==> src/pss_pkg.sv <==
// Package for the power state sequencer: register map, field layouts, timing constants.
// Assumes a single 10 MHz APB clock domain; all users refer to items as pss_pkg::name.
package pss_pkg;

    localparam int          NUM_RAILS   = 8;
    localparam int          NUM_SLOTS   = 5;
    localparam int          SLOT_W      = 3;
    localparam int          VSEL_W      = 8;

    // Register byte offsets.
    localparam logic [11:0] A_CTRL      = 12'h000;
    localparam logic [11:0] A_STATUS    = 12'h004;
    localparam logic [11:0] A_ON_SLOT   = 12'h008;
    localparam logic [11:0] A_SLP_SLOT  = 12'h00c;
    localparam logic [11:0] A_GAP       = 12'h010;
    localparam logic [11:0] A_DVS       = 12'h014;
    localparam logic [11:0] A_RTC       = 12'h018;
    localparam logic [11:0] A_SCRATCH   = 12'h01c;
    localparam logic [11:0] A_CFG_SRC   = 12'h020;
    localparam logic [11:0] A_GPIO      = 12'h024;
    localparam logic [11:0] A_PROG      = 12'h028;

    // Control register bits.
    localparam int          C_REQ_ON    = 0;
    localparam int          C_REQ_OFF   = 1;
    localparam int          C_REQ_SLEEP = 2;
    localparam int          C_REQ_WAKE  = 3;
    localparam int          C_ALIVE_OFF = 4;
    localparam int          C_UNCLOCKED = 5;
    localparam int          C_WDOG_OFF  = 6;

    // Slot word: one 4-bit nibble per rail, slot 0 means never enabled.
    localparam int          NIB_W       = 4;

    // Program-state key sequence.
    localparam logic [15:0] PROG_KEY1   = 16'h9716;
    localparam logic [15:0] PROG_KEY2   = 16'h6917;

    localparam logic [31:0] RESET_ON_SLOT  = 32'h5432_1111;
    localparam logic [31:0] RESET_SLP_SLOT = 32'h0000_0000;
    localparam logic [15:0] RESET_GAP      = 16'h000a;
    localparam logic [7:0]  RESET_DVS_V    = 8'h20;
    localparam logic [7:0]  RESET_DVS_RATE = 8'h04;

    // RTC advances at 1 Hz from the 10 MHz clock.
    localparam int          CLK_HZ      = 10_000_000;
    localparam int          RTC_PERIOD_S = 1;
    localparam int          RTC_DIV     = CLK_HZ * RTC_PERIOD_S;

    typedef enum logic [2:0]
    {
        PSS_NOPOWER = 3'b000,
        PSS_BACKUP  = 3'b001,
        PSS_OFF     = 3'b010,
        PSS_ON      = 3'b011,
        PSS_SLEEP   = 3'b100,
        PSS_PROGRAM = 3'b101
    } pss_state_e;

    typedef enum logic [1:0]
    {
        SEQ_IDLE = 2'b00,
        SEQ_STEP = 2'b01,
        SEQ_GAP  = 2'b10
    } pss_seq_e;

endpackage

==> src/pss_sequencer.sv <==
// Power state sequencer: main state machine, timeslot sequencer, DYNAMIC_VOLTAGE_SLEW slew, APB registers.
// Assumes APB on pclk; supply comparators and OTP/EEPROM config words arrive as
// synchronous levels from the analogue and memory loaders.
`timescale 1ns/10ps
`default_nettype none
module pss_sequencer #(
    parameter int RTC_DIV = pss_pkg::RTC_DIV
)(
    // Clock and reset.
    input  wire logic        pclk,
    input  wire logic        presetn,
    // APB slave.
    input  wire logic        psel,
    input  wire logic        penable,
    input  wire logic        pwrite,
    input  wire logic [11:0] paddr,
    input  wire logic [31:0] pwdata,
    output logic      [31:0] prdata,
    output logic             pready,
    output logic             pslverr,
    // Supply monitors and triggers.
    input  wire logic        supply_above_por,
    input  wire logic        system_supply_ok,
    input  wire logic        power_on_n,
    input  wire logic        watchdog_expired,
    // Configuration sources.
    input  wire logic        otp_valid,
    input  wire logic [31:0] otp_on_slot,
    input  wire logic [31:0] otp_slp_slot,
    input  wire logic        eeprom_present,
    input  wire logic        eeprom_valid,
    input  wire logic [31:0] eeprom_on_slot,
    input  wire logic [31:0] eeprom_slp_slot,
    // GPIO functions.
    input  wire logic        gpio_dvs_req,
    input  wire logic        gpio_sleep_req,
    output logic      [1:0]  gpio_ext_enable,
    // Rail controls, reset and status.
    output logic      [7:0]  rail_enable,
    output logic             alive_domain_regulator_en,
    output logic             internal_core_supply_regulator_en,
    output logic      [7:0]  dvs_level,
    output logic             sys_reset_n,
    output logic      [2:0]  power_state,
    output logic             seq_busy
);

    localparam int N = pss_pkg::NUM_RAILS;

    if (RTC_DIV < 2)
    begin : g_rtc_div_check
        $error("RTC_DIV must be at least 2.");
    end

    function automatic logic [3:0] slot_of(input logic [31:0] w, input int i);
        slot_of = w[i*pss_pkg::NIB_W +: pss_pkg::NIB_W];
    endfunction

    pss_pkg::pss_state_e state;
    pss_pkg::pss_state_e target;
    pss_pkg::pss_seq_e   seq;
    logic [31:0] on_slot;
    logic [31:0] slp_slot;
    logic [15:0] gap;
    logic [15:0] gap_cnt;
    logic [2:0]  slot;
    logic        seq_up;
    logic [31:0] seq_map;
    logic [7:0]  ctrl;
    logic [7:0]  dvs_target;
    logic [7:0]  dvs_rate;
    logic [7:0]  dvs_cnt;
    logic [31:0] rtc;
    logic [31:0] rtc_div;
    logic [31:0] scratch;
    logic [1:0]  gpio_out;
    logic [1:0]  prog_step;
    logic        cfg_loaded;
    logic [3:0]  pend;
    logic        pon_prev;

    // Bus decode.
    wire        wr_en   = psel && penable && pwrite;
    wire        is_ctrl = paddr == pss_pkg::A_CTRL;
    wire        mapped  = paddr <= pss_pkg::A_PROG && paddr[1:0] == 2'b00;
    wire        in_off  = state == pss_pkg::PSS_OFF;
    wire        cmd_on  = wr_en && is_ctrl && pwdata[pss_pkg::C_REQ_ON];
    wire        cmd_off = wr_en && is_ctrl && pwdata[pss_pkg::C_REQ_OFF];
    wire        cmd_slp = wr_en && is_ctrl && pwdata[pss_pkg::C_REQ_SLEEP];
    wire        cmd_wak = wr_en && is_ctrl && pwdata[pss_pkg::C_REQ_WAKE];
    wire        pon_fall = pon_prev && !power_on_n;
    wire        wd_fire  = watchdog_expired && !ctrl[pss_pkg::C_WDOG_OFF];
    wire        seq_idle = seq == pss_pkg::SEQ_IDLE;
    wire        backup_cond = !system_supply_ok;
    wire [31:0] src_on  = (eeprom_present && eeprom_valid) ? eeprom_on_slot  : otp_on_slot;
    wire [31:0] src_slp = (eeprom_present && eeprom_valid) ? eeprom_slp_slot : otp_slp_slot;
    wire        cfg_avail = otp_valid || (eeprom_present && eeprom_valid);
    wire        rtc_tick  = rtc_div == RTC_DIV - 1;
    wire        rtc_run   = state != pss_pkg::PSS_NOPOWER &&
                            !(state == pss_pkg::PSS_BACKUP && ctrl[pss_pkg::C_UNCLOCKED]);
    wire        in_on     = state == pss_pkg::PSS_ON;
    wire        in_slp    = state == pss_pkg::PSS_SLEEP;
    wire [3:0]  req_in    = {cmd_wak, cmd_slp || (gpio_sleep_req && in_on),
                             cmd_off || wd_fire, cmd_on || pon_fall};
    // Off beats sleep and wake; a request that is not legal in this state stays pending until the next sequence starts, unless PROGRAM, backup or no-power clears it.
    wire        go_off    = seq_idle && (in_on || in_slp) && pend[1];
    wire        go_slp    = seq_idle && in_on && pend[2];
    wire        go_up     = seq_idle && !go_off &&
                            ((in_off && pend[0]) || (in_slp && (pend[3] || pend[0])));
    wire        go_any    = go_off || go_slp || go_up;
    wire [2:0]  go_tgt    = go_off ? pss_pkg::PSS_OFF :
                            (go_slp ? pss_pkg::PSS_SLEEP : pss_pkg::PSS_ON);

    // Rails whose slot equals the current slot switch at this step; sleep keeps nonzero slots.
    logic [7:0] slot_hit;
    logic [7:0] sleep_keep;
    always_comb
    begin
        for (int i = 0; i < N; i++)
        begin
            slot_hit[i]   = slot_of(seq_map, i) == {1'b0, slot};
            sleep_keep[i] = slot_of(slp_slot, i) != 4'h0;
        end
    end

    wire [2:0] next_slot = seq_up ? slot + 3'h1 : slot - 3'h1;
    wire       last_slot = seq_up ? slot == 3'(pss_pkg::NUM_SLOTS) : slot == 3'h1;

    wire [31:0] status = {24'h0, cfg_loaded, pend[3:0] != 4'h0, !seq_idle, 1'b0,
                          power_on_n, state};
    wire [31:0] rd_mux =
        paddr == pss_pkg::A_CTRL     ? {24'h0, ctrl} :
        paddr == pss_pkg::A_STATUS   ? status :
        paddr == pss_pkg::A_ON_SLOT  ? on_slot :
        paddr == pss_pkg::A_SLP_SLOT ? slp_slot :
        paddr == pss_pkg::A_GAP      ? {16'h0, gap} :
        paddr == pss_pkg::A_DVS      ? {8'h0, dvs_level, dvs_rate, dvs_target} :
        paddr == pss_pkg::A_RTC      ? rtc :
        paddr == pss_pkg::A_SCRATCH  ? scratch :
        paddr == pss_pkg::A_CFG_SRC  ? {30'h0, eeprom_present && eeprom_valid, otp_valid} :
        paddr == pss_pkg::A_GPIO     ? {28'h0, gpio_sleep_req, gpio_dvs_req, gpio_out} :
        {30'h0, prog_step};

    // APB answers in the access cycle; unmapped addresses report an error.
    always_ff @(posedge pclk or negedge presetn)
    begin
        if (!presetn)
        begin
            prdata  <= 32'h0;
            pready  <= 1'b0;
            pslverr <= 1'b0;
        end
        else
        begin
            pready  <= psel && !penable;
            pslverr <= psel && !penable && !mapped;
            prdata  <= (psel && !penable && !pwrite && mapped) ? rd_mux : 32'h0;
        end
    end

    wire acc = psel && penable && pready;
    wire wr  = acc && pwrite;

    // RTC and scratch survive backup; only no-power clears them.
    always_ff @(posedge pclk or negedge presetn)
    begin
        if (!presetn)
        begin
            rtc     <= 32'h0;
            rtc_div <= 32'h0;
            scratch <= 32'h0;
        end
        else if (!supply_above_por)
        begin
            rtc     <= 32'h0;
            rtc_div <= 32'h0;
            scratch <= 32'h0;
        end
        else
        begin
            if (wr && paddr == pss_pkg::A_SCRATCH)
            begin
                scratch <= pwdata;
            end
            if (wr && paddr == pss_pkg::A_RTC)
            begin
                rtc     <= pwdata;
                rtc_div <= 32'h0;
            end
            else if (rtc_run)
            begin
                rtc_div <= rtc_tick ? 32'h0 : rtc_div + 32'h1;
                rtc     <= rtc_tick ? rtc + 32'h1 : rtc;
            end
        end
    end

    // Main state, register file and sequencer.
    always_ff @(posedge pclk or negedge presetn)
    begin
        if (!presetn)
        begin
            state      <= pss_pkg::PSS_NOPOWER;
            target     <= pss_pkg::PSS_NOPOWER;
            seq        <= pss_pkg::SEQ_IDLE;
            on_slot    <= pss_pkg::RESET_ON_SLOT;
            slp_slot   <= pss_pkg::RESET_SLP_SLOT;
            gap        <= pss_pkg::RESET_GAP;
            gap_cnt    <= 16'h0;
            slot       <= 3'h0;
            seq_up     <= 1'b0;
            seq_map    <= 32'h0;
            ctrl       <= 8'h0;
            dvs_target <= pss_pkg::RESET_DVS_V;
            dvs_rate   <= pss_pkg::RESET_DVS_RATE;
            gpio_out   <= 2'b00;
            prog_step  <= 2'b00;
            cfg_loaded <= 1'b0;
            pend       <= 4'h0;
            pon_prev   <= 1'b1;
            rail_enable <= 8'h0;
        end
        else if (!supply_above_por)
        begin
            state       <= pss_pkg::PSS_NOPOWER;
            seq         <= pss_pkg::SEQ_IDLE;
            rail_enable <= 8'h0;
            pend        <= 4'h0;
            cfg_loaded  <= 1'b0;
            ctrl        <= 8'h0;
            on_slot     <= pss_pkg::RESET_ON_SLOT;
            slp_slot    <= pss_pkg::RESET_SLP_SLOT;
            prog_step   <= 2'b00;
        end
        else if (backup_cond)
        begin
            state       <= pss_pkg::PSS_BACKUP;
            seq         <= pss_pkg::SEQ_IDLE;
            rail_enable <= 8'h0;
            pend        <= 4'h0;
            cfg_loaded  <= 1'b0;
            gpio_out    <= 2'b00;
            gap         <= pss_pkg::RESET_GAP;
            dvs_target  <= pss_pkg::RESET_DVS_V;
            dvs_rate    <= pss_pkg::RESET_DVS_RATE;
            ctrl        <= ctrl & (8'h1 << pss_pkg::C_UNCLOCKED);
            prog_step   <= 2'b00;
        end
        else
        begin
            pon_prev <= power_on_n;
            if (state == pss_pkg::PSS_NOPOWER || state == pss_pkg::PSS_BACKUP)
            begin
                state <= pss_pkg::PSS_OFF;
            end
            if (!cfg_loaded && cfg_avail)
            begin
                on_slot    <= src_on;
                slp_slot   <= src_slp;
                cfg_loaded <= 1'b1;
            end
            // Register writes; slot maps only change in OFF so a running sequence is stable.
            if (wr)
            begin
                case (paddr)
                    pss_pkg::A_CTRL:     ctrl <= {1'b0, pwdata[6:4], 4'h0};
                    pss_pkg::A_ON_SLOT:  if (in_off) on_slot <= pwdata;
                    pss_pkg::A_SLP_SLOT: if (in_off) slp_slot <= pwdata;
                    pss_pkg::A_GAP:      gap <= pwdata[15:0];
                    pss_pkg::A_DVS:      {dvs_rate, dvs_target} <= pwdata[15:0];
                    pss_pkg::A_GPIO:     gpio_out <= pwdata[1:0];
                    pss_pkg::A_PROG:
                        if (in_off && prog_step == 2'b00 && pwdata[15:0] == pss_pkg::PROG_KEY1)
                            prog_step <= 2'b01;
                        else if (prog_step == 2'b01 && pwdata[15:0] == pss_pkg::PROG_KEY2)
                            prog_step <= 2'b10;
                        else
                            prog_step <= 2'b00;
                    default: ;
                endcase
            end
            if (prog_step == 2'b10 && in_off)
            begin
                state     <= pss_pkg::PSS_PROGRAM;
                prog_step <= 2'b11;
            end
            else if (state == pss_pkg::PSS_PROGRAM && prog_step == 2'b00)
            begin
                state <= pss_pkg::PSS_OFF;
            end
            // Latch requests: on, off, sleep, wake. Held while a sequence runs.
            pend <= pend | req_in;
            case (seq)
                pss_pkg::SEQ_IDLE:
                    if (go_any)
                    begin
                        pend    <= req_in;
                        target  <= pss_pkg::pss_state_e'(go_tgt);
                        seq_map <= on_slot;
                        seq_up  <= go_up;
                        slot    <= go_up ? 3'h1 : 3'(pss_pkg::NUM_SLOTS);
                        seq     <= pss_pkg::SEQ_STEP;
                    end
                    else if (state == pss_pkg::PSS_PROGRAM)
                    begin
                        pend <= 4'h0;
                    end
                pss_pkg::SEQ_STEP:
                begin
                    // each slot's rails switch together, then wait the gap before the next slot.
                    for (int i = 0; i < N; i++)
                    begin
                        if (slot_hit[i])
                        begin
                            if (seq_up)
                                rail_enable[i] <= 1'b1;
                            else if (!(target == pss_pkg::PSS_SLEEP && sleep_keep[i]))
                                rail_enable[i] <= 1'b0;
                        end
                    end
                    gap_cnt <= gap;
                    seq <= last_slot ? pss_pkg::SEQ_IDLE : pss_pkg::SEQ_GAP;
                    if (last_slot)
                    begin
                        state <= target;
                    end
                end
                pss_pkg::SEQ_GAP:
                    if (gap_cnt == 16'h0)
                    begin
                        slot <= next_slot;
                        seq <= pss_pkg::SEQ_STEP;
                    end
                    else
                    begin
                        gap_cnt <= gap_cnt - 16'h1;
                    end
                default: seq <= pss_pkg::SEQ_IDLE;
            endcase
        end
    end

    // Slew the fast buck level one step every dvs_rate+1 cycles.
    wire [7:0] dvs_goal = gpio_dvs_req ? dvs_target + 8'h10 : dvs_target;
    always_ff @(posedge pclk or negedge presetn)
    begin
        if (!presetn)
        begin
            dvs_level <= pss_pkg::RESET_DVS_V;
            dvs_cnt   <= 8'h0;
        end
        else if (dvs_level != dvs_goal)
        begin
            dvs_cnt <= dvs_cnt == dvs_rate ? 8'h0 : dvs_cnt + 8'h1;
            if (dvs_cnt == dvs_rate)
            begin
                dvs_level <= dvs_level < dvs_goal ? dvs_level + 8'h1 : dvs_level - 8'h1;
            end
        end
        else
        begin
            dvs_cnt <= 8'h0;
        end
    end

    // Registered outputs.
    always_ff @(posedge pclk or negedge presetn)
    begin
        if (!presetn)
        begin
            sys_reset_n                       <= 1'b0;
            alive_domain_regulator_en         <= 1'b0;
            internal_core_supply_regulator_en <= 1'b0;
            power_state                       <= 3'h0;
            seq_busy                          <= 1'b0;
            gpio_ext_enable                   <= 2'b00;
        end
        else
        begin
            sys_reset_n <= state == pss_pkg::PSS_ON || state == pss_pkg::PSS_SLEEP;
            alive_domain_regulator_en <= (state == pss_pkg::PSS_OFF &&
                !ctrl[pss_pkg::C_ALIVE_OFF]) || state == pss_pkg::PSS_ON ||
                state == pss_pkg::PSS_SLEEP;
            internal_core_supply_regulator_en <= state != pss_pkg::PSS_NOPOWER &&
                state != pss_pkg::PSS_BACKUP;
            power_state     <= state;
            seq_busy        <= !seq_idle;
            gpio_ext_enable <= (state == pss_pkg::PSS_ON) ? gpio_out : 2'b00;
        end
    end

endmodule
`default_nettype wire

==> config.mk <==
export PLATFORM = sky130hd
export DESIGN_NAME = pss_sequencer
export DESIGN_NICKNAME = d
export VERILOG_FILES = /design/src/pss_pkg.sv /design/src/pss_sequencer.sv
export SDC_FILE = /design/constraint.sdc
export NUM_CORES = 1
export LEC_CHECK = 0
export BUFFER_PORTS_ARGS = -buffer_cell sky130_fd_sc_hd__buf_2
export CORE_MARGIN = 1
export CORE_UTILIZATION = 50
export DETAILED_ROUTE_END_ITERATION = 12
export PLACE_DENSITY = 0.71
export SKIP_CTS_REPAIR_TIMING = 1
export SLEW_MARGIN = 10
export SYNTH_ARGS = -nofsm -noshare
export SYNTH_HDL_FRONTEND = slang
export SYNTH_SLANG_ARGS = --single-unit
export TNS_END_PERCENT = 100
==> constraint.sdc <==
create_clock -name pclk -period 5.3 [get_ports pclk]
set_input_delay 0.265 -clock pclk [delete_from_list [all_inputs] [get_ports pclk]]
set_output_delay 0.265 -clock pclk [all_outputs]
set_load 0.05 [all_outputs]
==> impl_metrics.csv, run 1 <==
group,metric,value,unit
power_and_ir_drop,swShare,30.5,%
sta,hold_viol_final,0,
sta,finClkSkew,18.8,ps
setup_path,worstSetupEndpointType,"flip-flop",
global_routing,first_global_vias,16600,
power_and_ir_drop,pwr-share-seq,41.1,%
outcome,outcome,"complete, no violations",
route,postRouteAntennaNets,0,
sta,worstMarginPinSlew,1260,ps
logic_synthesis,netlist_area,18700,sq um
place,io_buffer_count,244,
logic_synthesis,synth-edff-count,0,
cells_and_area,multi_input_area,9710,sq um
clocking,clockBufferDepth,3,
logic_synthesis,synthCells,2001,
setup_path,startpoint_type,"flip-flop",
clocking,clkLatencyLatePin,550,ps
cells_and_area,post-route-util,59.0,%
global_routing,gr-usage-all-layers,33.4,%
sta,fin_crit_sh,71.9,%
sta,rsz0062_at_grt,"no",
global_routing,grt_use_met2,53.6,%
floorplanning,start_util,50.9,%
logic_synthesis,synth_largest_area_cell,"dfrtp_1",
sta,fmax,262,MHz
hold_path,hold_class,"input port to flip-flop",
logic_synthesis,synthDistinctLibCells,75,
setup_path,cp-startpoint,"dvs_target[5]",
sta,slew_violations,0,
route,wl_per_cell,24.0,um
global_routing,top_usage_layer,"met2",
logic_synthesis,ys.warnings.count,0,
power_and_ir_drop,finalPower,0.00714,W
setup_path,crit_type,"flip-flop to flip-flop",
floorplanning,coreArea,36700,sq um
global_routing,overflow,0,
clocking,htreeDepth,2,
power_and_ir_drop,p_clk_share,39.5,%
global_routing,grt_use_met1,44.4,%
power_and_ir_drop,p_per_area,330,nW/um^2
setup_path,worstPathArrival,4240,ps
logic_synthesis,seq_area_frac_synth,44.6,%
global_routing,grt_pass1_wl,98000,um
hold_path,min-delay-start,"watchdog_expired",
route,drtIter0Drc,1842,
cells_and_area,num-nets-final,2387,
logic_synthesis,synth_top_area_share,42.3,%
global_routing,gr-usage-met3,6.10,%
place,gp_congestion,0.973,
floorplanning,die-area,38100,sq um
route,drc,0,
sta,layout_setup_ws,1490,ps
cells_and_area,fillers,3170,
floorplanning,die_w,195,um
clocking,numCtsBuffers,38,
clocking,cts_tree,"done",
logic_synthesis,syn_nets,2212,
route,viasPerCell,6.55,
place,place_ws,1560,ps
sta,fin_tns_setup,0,ps
power_and_ir_drop,p_leak,9.45,nW
sta,slew_headroom,15.5,%
global_routing,grt_antenna_before_repair,2,
logic_synthesis,post-synth-top-count-cell,"dfrtp_1",
cells_and_area,syn2layout_area_growth,15.9,%
logic_synthesis,ys.flop_type,"dfrtp_1",
power_and_ir_drop,power_frac_comb,19.4,%
logic_synthesis,synth.avg_cell_area,9.33,sq um
floorplanning,die_h,195,um
cells_and_area,drive_above_1_share,19.9,%
clocking,cts.sinks,332,
clocking,clkTransAtPathRegs,60,ps
sta,hold_slack,4.74,ps
route,dr.pass1.iters,6,
place,place_hpwl,44200,um
power_and_ir_drop,p_int,0.00497,W
clocking,clock_tree.root_cell,"clkbuf_16",
logic_synthesis,async_flop_share,100,%
route,routed_wl,64100,um
setup_path,r2r_start,"dvs_target[5]",
cells_and_area,ff_latch_area,8330,sq um
setup_path,worstPathMaxFanout,9,
logic_synthesis,synthTopCellsByCount,"dfrtp_1 (316), nor2_1 (249), a21oi_1 (142), clkbuf_1 (130), nand2_1 (126)",
route,vias,17500,
global_routing,grt_max_degree,115,
logic_synthesis,synthTopCellsByArea,"dfrtp_1 (42%), nor2_1 (5.0%), mux2i_1 (4.8%), a21oi_1 (3.8%), a211oi_1 (3.0%)",
power_and_ir_drop,p_switching,0.00218,W
sta,finalSetupViolCount,0,
setup_path,critPathRequiredTime,5730,ps
run,maxCapViolations,0,
power_and_ir_drop,ir_drop,0.228,mV
sta,period_minus_slack,3810,ps
floorplanning,io_pins,245,
floorplanning,row_count,70,
logic_synthesis,synth-seq-cells,332,
==> flip-flops by register name, indices dropped and copies added, names as in the netlist, 16 cells and up <==
register  cells
gap_cnt      16
on_slot      32
seq_map      32
rtc          32
rtc_div      32
scratch      32
gap          16
prdata       32
slp_slot     32
==> critical path, cell delays in order, from the launching register on <==
cell and delay (ps):
dfstp_2 560, ha_1 150, nand2_1 60, xor2_1 160, ha_1 320, a21oi_1 130, nand2_1 70, a21o_1 190
or2_2 380, ha_1 360, a211oi_1 270, a21oi_1 120, o41ai_1 320, o21ai_0 150, a211o_1 320, xnor2_1 120
==> placed cells by master (no fill, tap or decap), types with 54 or more instances in the layout <==
master / count
a211oi_1: 75
a21oi_1: 141
a22o_1: 62
buf_2: 242
dfrtp_1: 316
mux2i_1: 89
nand2_1: 126
nand3_1: 55
nor2_1: 247
nor3_1: 54
o21ai_0: 94
==> per-stage QoR <==
stage          instances  area [sq um]
6_report            2674         21600
5_1_grt             2674         21600
4_1_cts             2671         21600
3_5_place_dp        2603         20300
3_3_place_gp        2603         20300
2_1_floorplan       2001         18700
==> routing by layer <==
metal / share of wire (%) / wire length (um)
met3: 9.2 / 5900
met1: 40 / 25700
met5: 0 / 0
met2: 46 / 29700
met4: 4.4 / 2810
==> layout make-up <==
cell class                 count  area share (%)
inverter                      42           0.728
clock inverter                14           0.948
timing repair buffer         279            7.04
sequential                   332            38.5
antenna                        2          0.0231
clock buffer                  54            5.19
multi-input combinational   1483            44.9
tap                          468            2.71
==> final timing paths <==
check                                    end  slack [ps]  cells past startpoint
worst max register to register  dvs_level[7]        1490                     15
min in group asynchronous         gap_cnt[4]         390                      2
worst min-delay path                 pend[1]           5                      3
worst min register to register      pon_prev         500                      2
max in group asynchronous       slp_slot[18]        3590                      3
worst max-delay path            dvs_level[7]        1490                     15
==> power groups by stage <==
stage / clock [W] / combinational (W) / sequential [W]
after CTS: 0.00284 / 0.00138 / 0.00292
after detailed placement: 0 / 0.00137 / 0.00297
after global routing: 0.00294 / 0.00153 / 0.00295
final: 0.00282 / 0.00139 / 0.00293
after global placement: 0 / 0.00132 / 0.00296
after floorplan: 0 / 0.000876 / 0.00298
==> logic make-up after synthesis <==
group	synth area share, %
simple gates	16.6
compound gates	21.7
flops	44.6
buf+inv	3.82
mux	7.72
xor+xnor	3.85
fa+ha+maj	1.71
Note: power is estimated with default switching activity, not from simulation.
==> run 2, diff against run 1 <==
==> constraint.sdc (replaced) <==
create_clock -name pclk -period 3.57 [get_ports pclk]
set_input_delay 0.1785 -clock pclk [delete_from_list [all_inputs] [get_ports pclk]]
set_output_delay 0.1785 -clock pclk [all_outputs]
set_load 0.05 [all_outputs]
==> impl_metrics.csv, run 2 (synthesis results as in run 1) <==
group,metric,value,unit
cells_and_area,n_antenna_cell,0,
setup_path,r2r_start,"dvs_target[5]",
sta,slew_headroom,29.2,%
place,dpl_cell_area,20600,sq um
global_routing,grt_max_degree,112,
outcome,violations,"hold timing, setup timing",
setup_path,crit_type,"flip-flop to flip-flop",
power_and_ir_drop,p_leak,9.72,nW
clocking,cts_tree,"done",
route,postRouteAntennaNets,0,
route,vias,17900,
sta,fmax,278,MHz
floorplanning,die_h,195,um
setup_path,cp-startpoint,"dvs_target[5]",
cells_and_area,drive_above_1_share,21.4,%
power_and_ir_drop,p_per_area,484,nW/um^2
power_and_ir_drop,ir_drop,0.348,mV
floorplanning,io_pins,245,
setup_path,r2r_slack,-20,ps
outcome,outcome,"finished with violations",
setup_path,worstSetupEndpointType,"flip-flop",
clocking,clkLatencyLatePin,540,ps
sta,rsz0062_at_grt,"yes",
place,place_hpwl,46000,um
global_routing,first_global_vias,17100,
clocking,clockBufferDepth,3,
sta,finalSetupViolCount,1,
floorplanning,die_w,195,um
setup_path,critPathRequiredTime,3990,ps
floorplanning,start_util,50.9,%
sta,slew_violations,0,
clocking,clock_tree.root_cell,"clkbuf_16",
clocking,numCtsBuffers,38,
cells_and_area,syn2layout_area_growth,18.7,%
route,dr.pass1.iters,6,
clocking,htreeDepth,2,
run,maxCapViolations,0,
sta,period_minus_slack,3590,ps
route,viasPerCell,6.57,
route,wl_per_cell,24.3,um
clocking,cts.sinks,332,
sta,hold_viol_final,1,
route,drtIter0Drc,1991,
route,routed_wl,66300,um
sta,fin_crit_sh,101,%
setup_path,endpoint,"dvs_level[7]",
setup_path,worstPathMaxFanout,6,
sta,worstMarginPinSlew,1060,ps
place,dp.cells,2640,
clocking,clkTransAtPathRegs,60,ps
global_routing,grt_antenna_before_repair,1,
power_and_ir_drop,finalPower,0.0107,W
setup_path,r2r.worst_path.cells,16,
route,drc,0,
sta,hold_slack,-15.9,ps
floorplanning,row_count,70,
floorplanning,die-area,38100,sq um
place,gp_congestion,0.962,
global_routing,grt_pass1_wl,101000,um
cells_and_area,layout_common_cells,"dfrtp_1 (316), nor2_1 (247), buf_2 (242)",
cells_and_area,stdcell_count,2729,
global_routing,gr-usage-all-layers,34.5,%
sta,layout_setup_ws,-21.2,ps
floorplanning,coreArea,36700,sq um
cells_and_area,final_cell_area,22200,sq um
setup_path,r2r-end,"dvs_level[7]",
sta,fin_tns_setup,-21.2,ps
cells_and_area,layout_commonest_cell,"dfrtp_1",
sta,finClkSkew,22.3,ps
setup_path,worstPathArrival,4010,ps
place,io_buffer_count,244,
setup_path,startpoint_type,"flip-flop",
hold_path,hold_class,"input port to flip-flop",
cells_and_area,num-nets-final,2444,
global_routing,overflow,0,
[run 2: metal layers]
layer,wire length [um],track usage (%),vias to the layer above
li1,-,-,7902
met1,26400,45.7,8899
met3,6340,7.79,175
met4,2640,14.1,0
met2,30900,54.6,960
met5,0,0,-
[run 2: critical path: stages, from the launching register on]
cell and delay (ps):
dfstp_2 540, ha_1 150, nand2_1 60, xor2_1 150, ha_1 310, a21oi_1 150
nand2_1 70, a21o_1 210, or2_4 270, buf_4 170, ha_1 350, nor3_1 80
nor2_1 150, o41ai_2 100, or3_1 320, a211o_1 270, xnor2_1 120
[run 2: worst min path at each step]
stage,from,end,depth (start not counted)
after global routing,penable,pready,3
after CTS,presetn,gap_cnt[3],1
after floorplan,presetn,alive_domain_regulator_en,0
final,penable,pready,3
after global placement,presetn,gap_cnt[3],1
after detailed placement,presetn,gap_cnt[3],1
[run 2: per-stage QoR]
step / worst slack [ps] / util (%)
floorplan: 110 / -
global placement: 8.43 / 56.3
detailed placement: -123 / 56.3
CTS: -238 / 59.7
global route: -155 / 60.4
finish: -21.2 / 60.4
[run 2: layout make-up]
class / count / area, sq um
Fill cell: 3151 / 14500
Multi-Input combinational cell: 1483 / 9740
Sequential cell: 332 / 8330
Timing Repair Buffer: 336 / 2070
Clock buffer: 51 / 1080
Tap cell: 468 / 586
Clock inverter: 17 / 201
Inverter: 42 / 158
[run 2: report_power, final]
group	total (W)	switching (W)	internal, W
Combinational	0.00240	0.00142	0.000976
Clock	0.00407	0.00164	0.00242
Sequential	0.00428	0.000282	0.00399
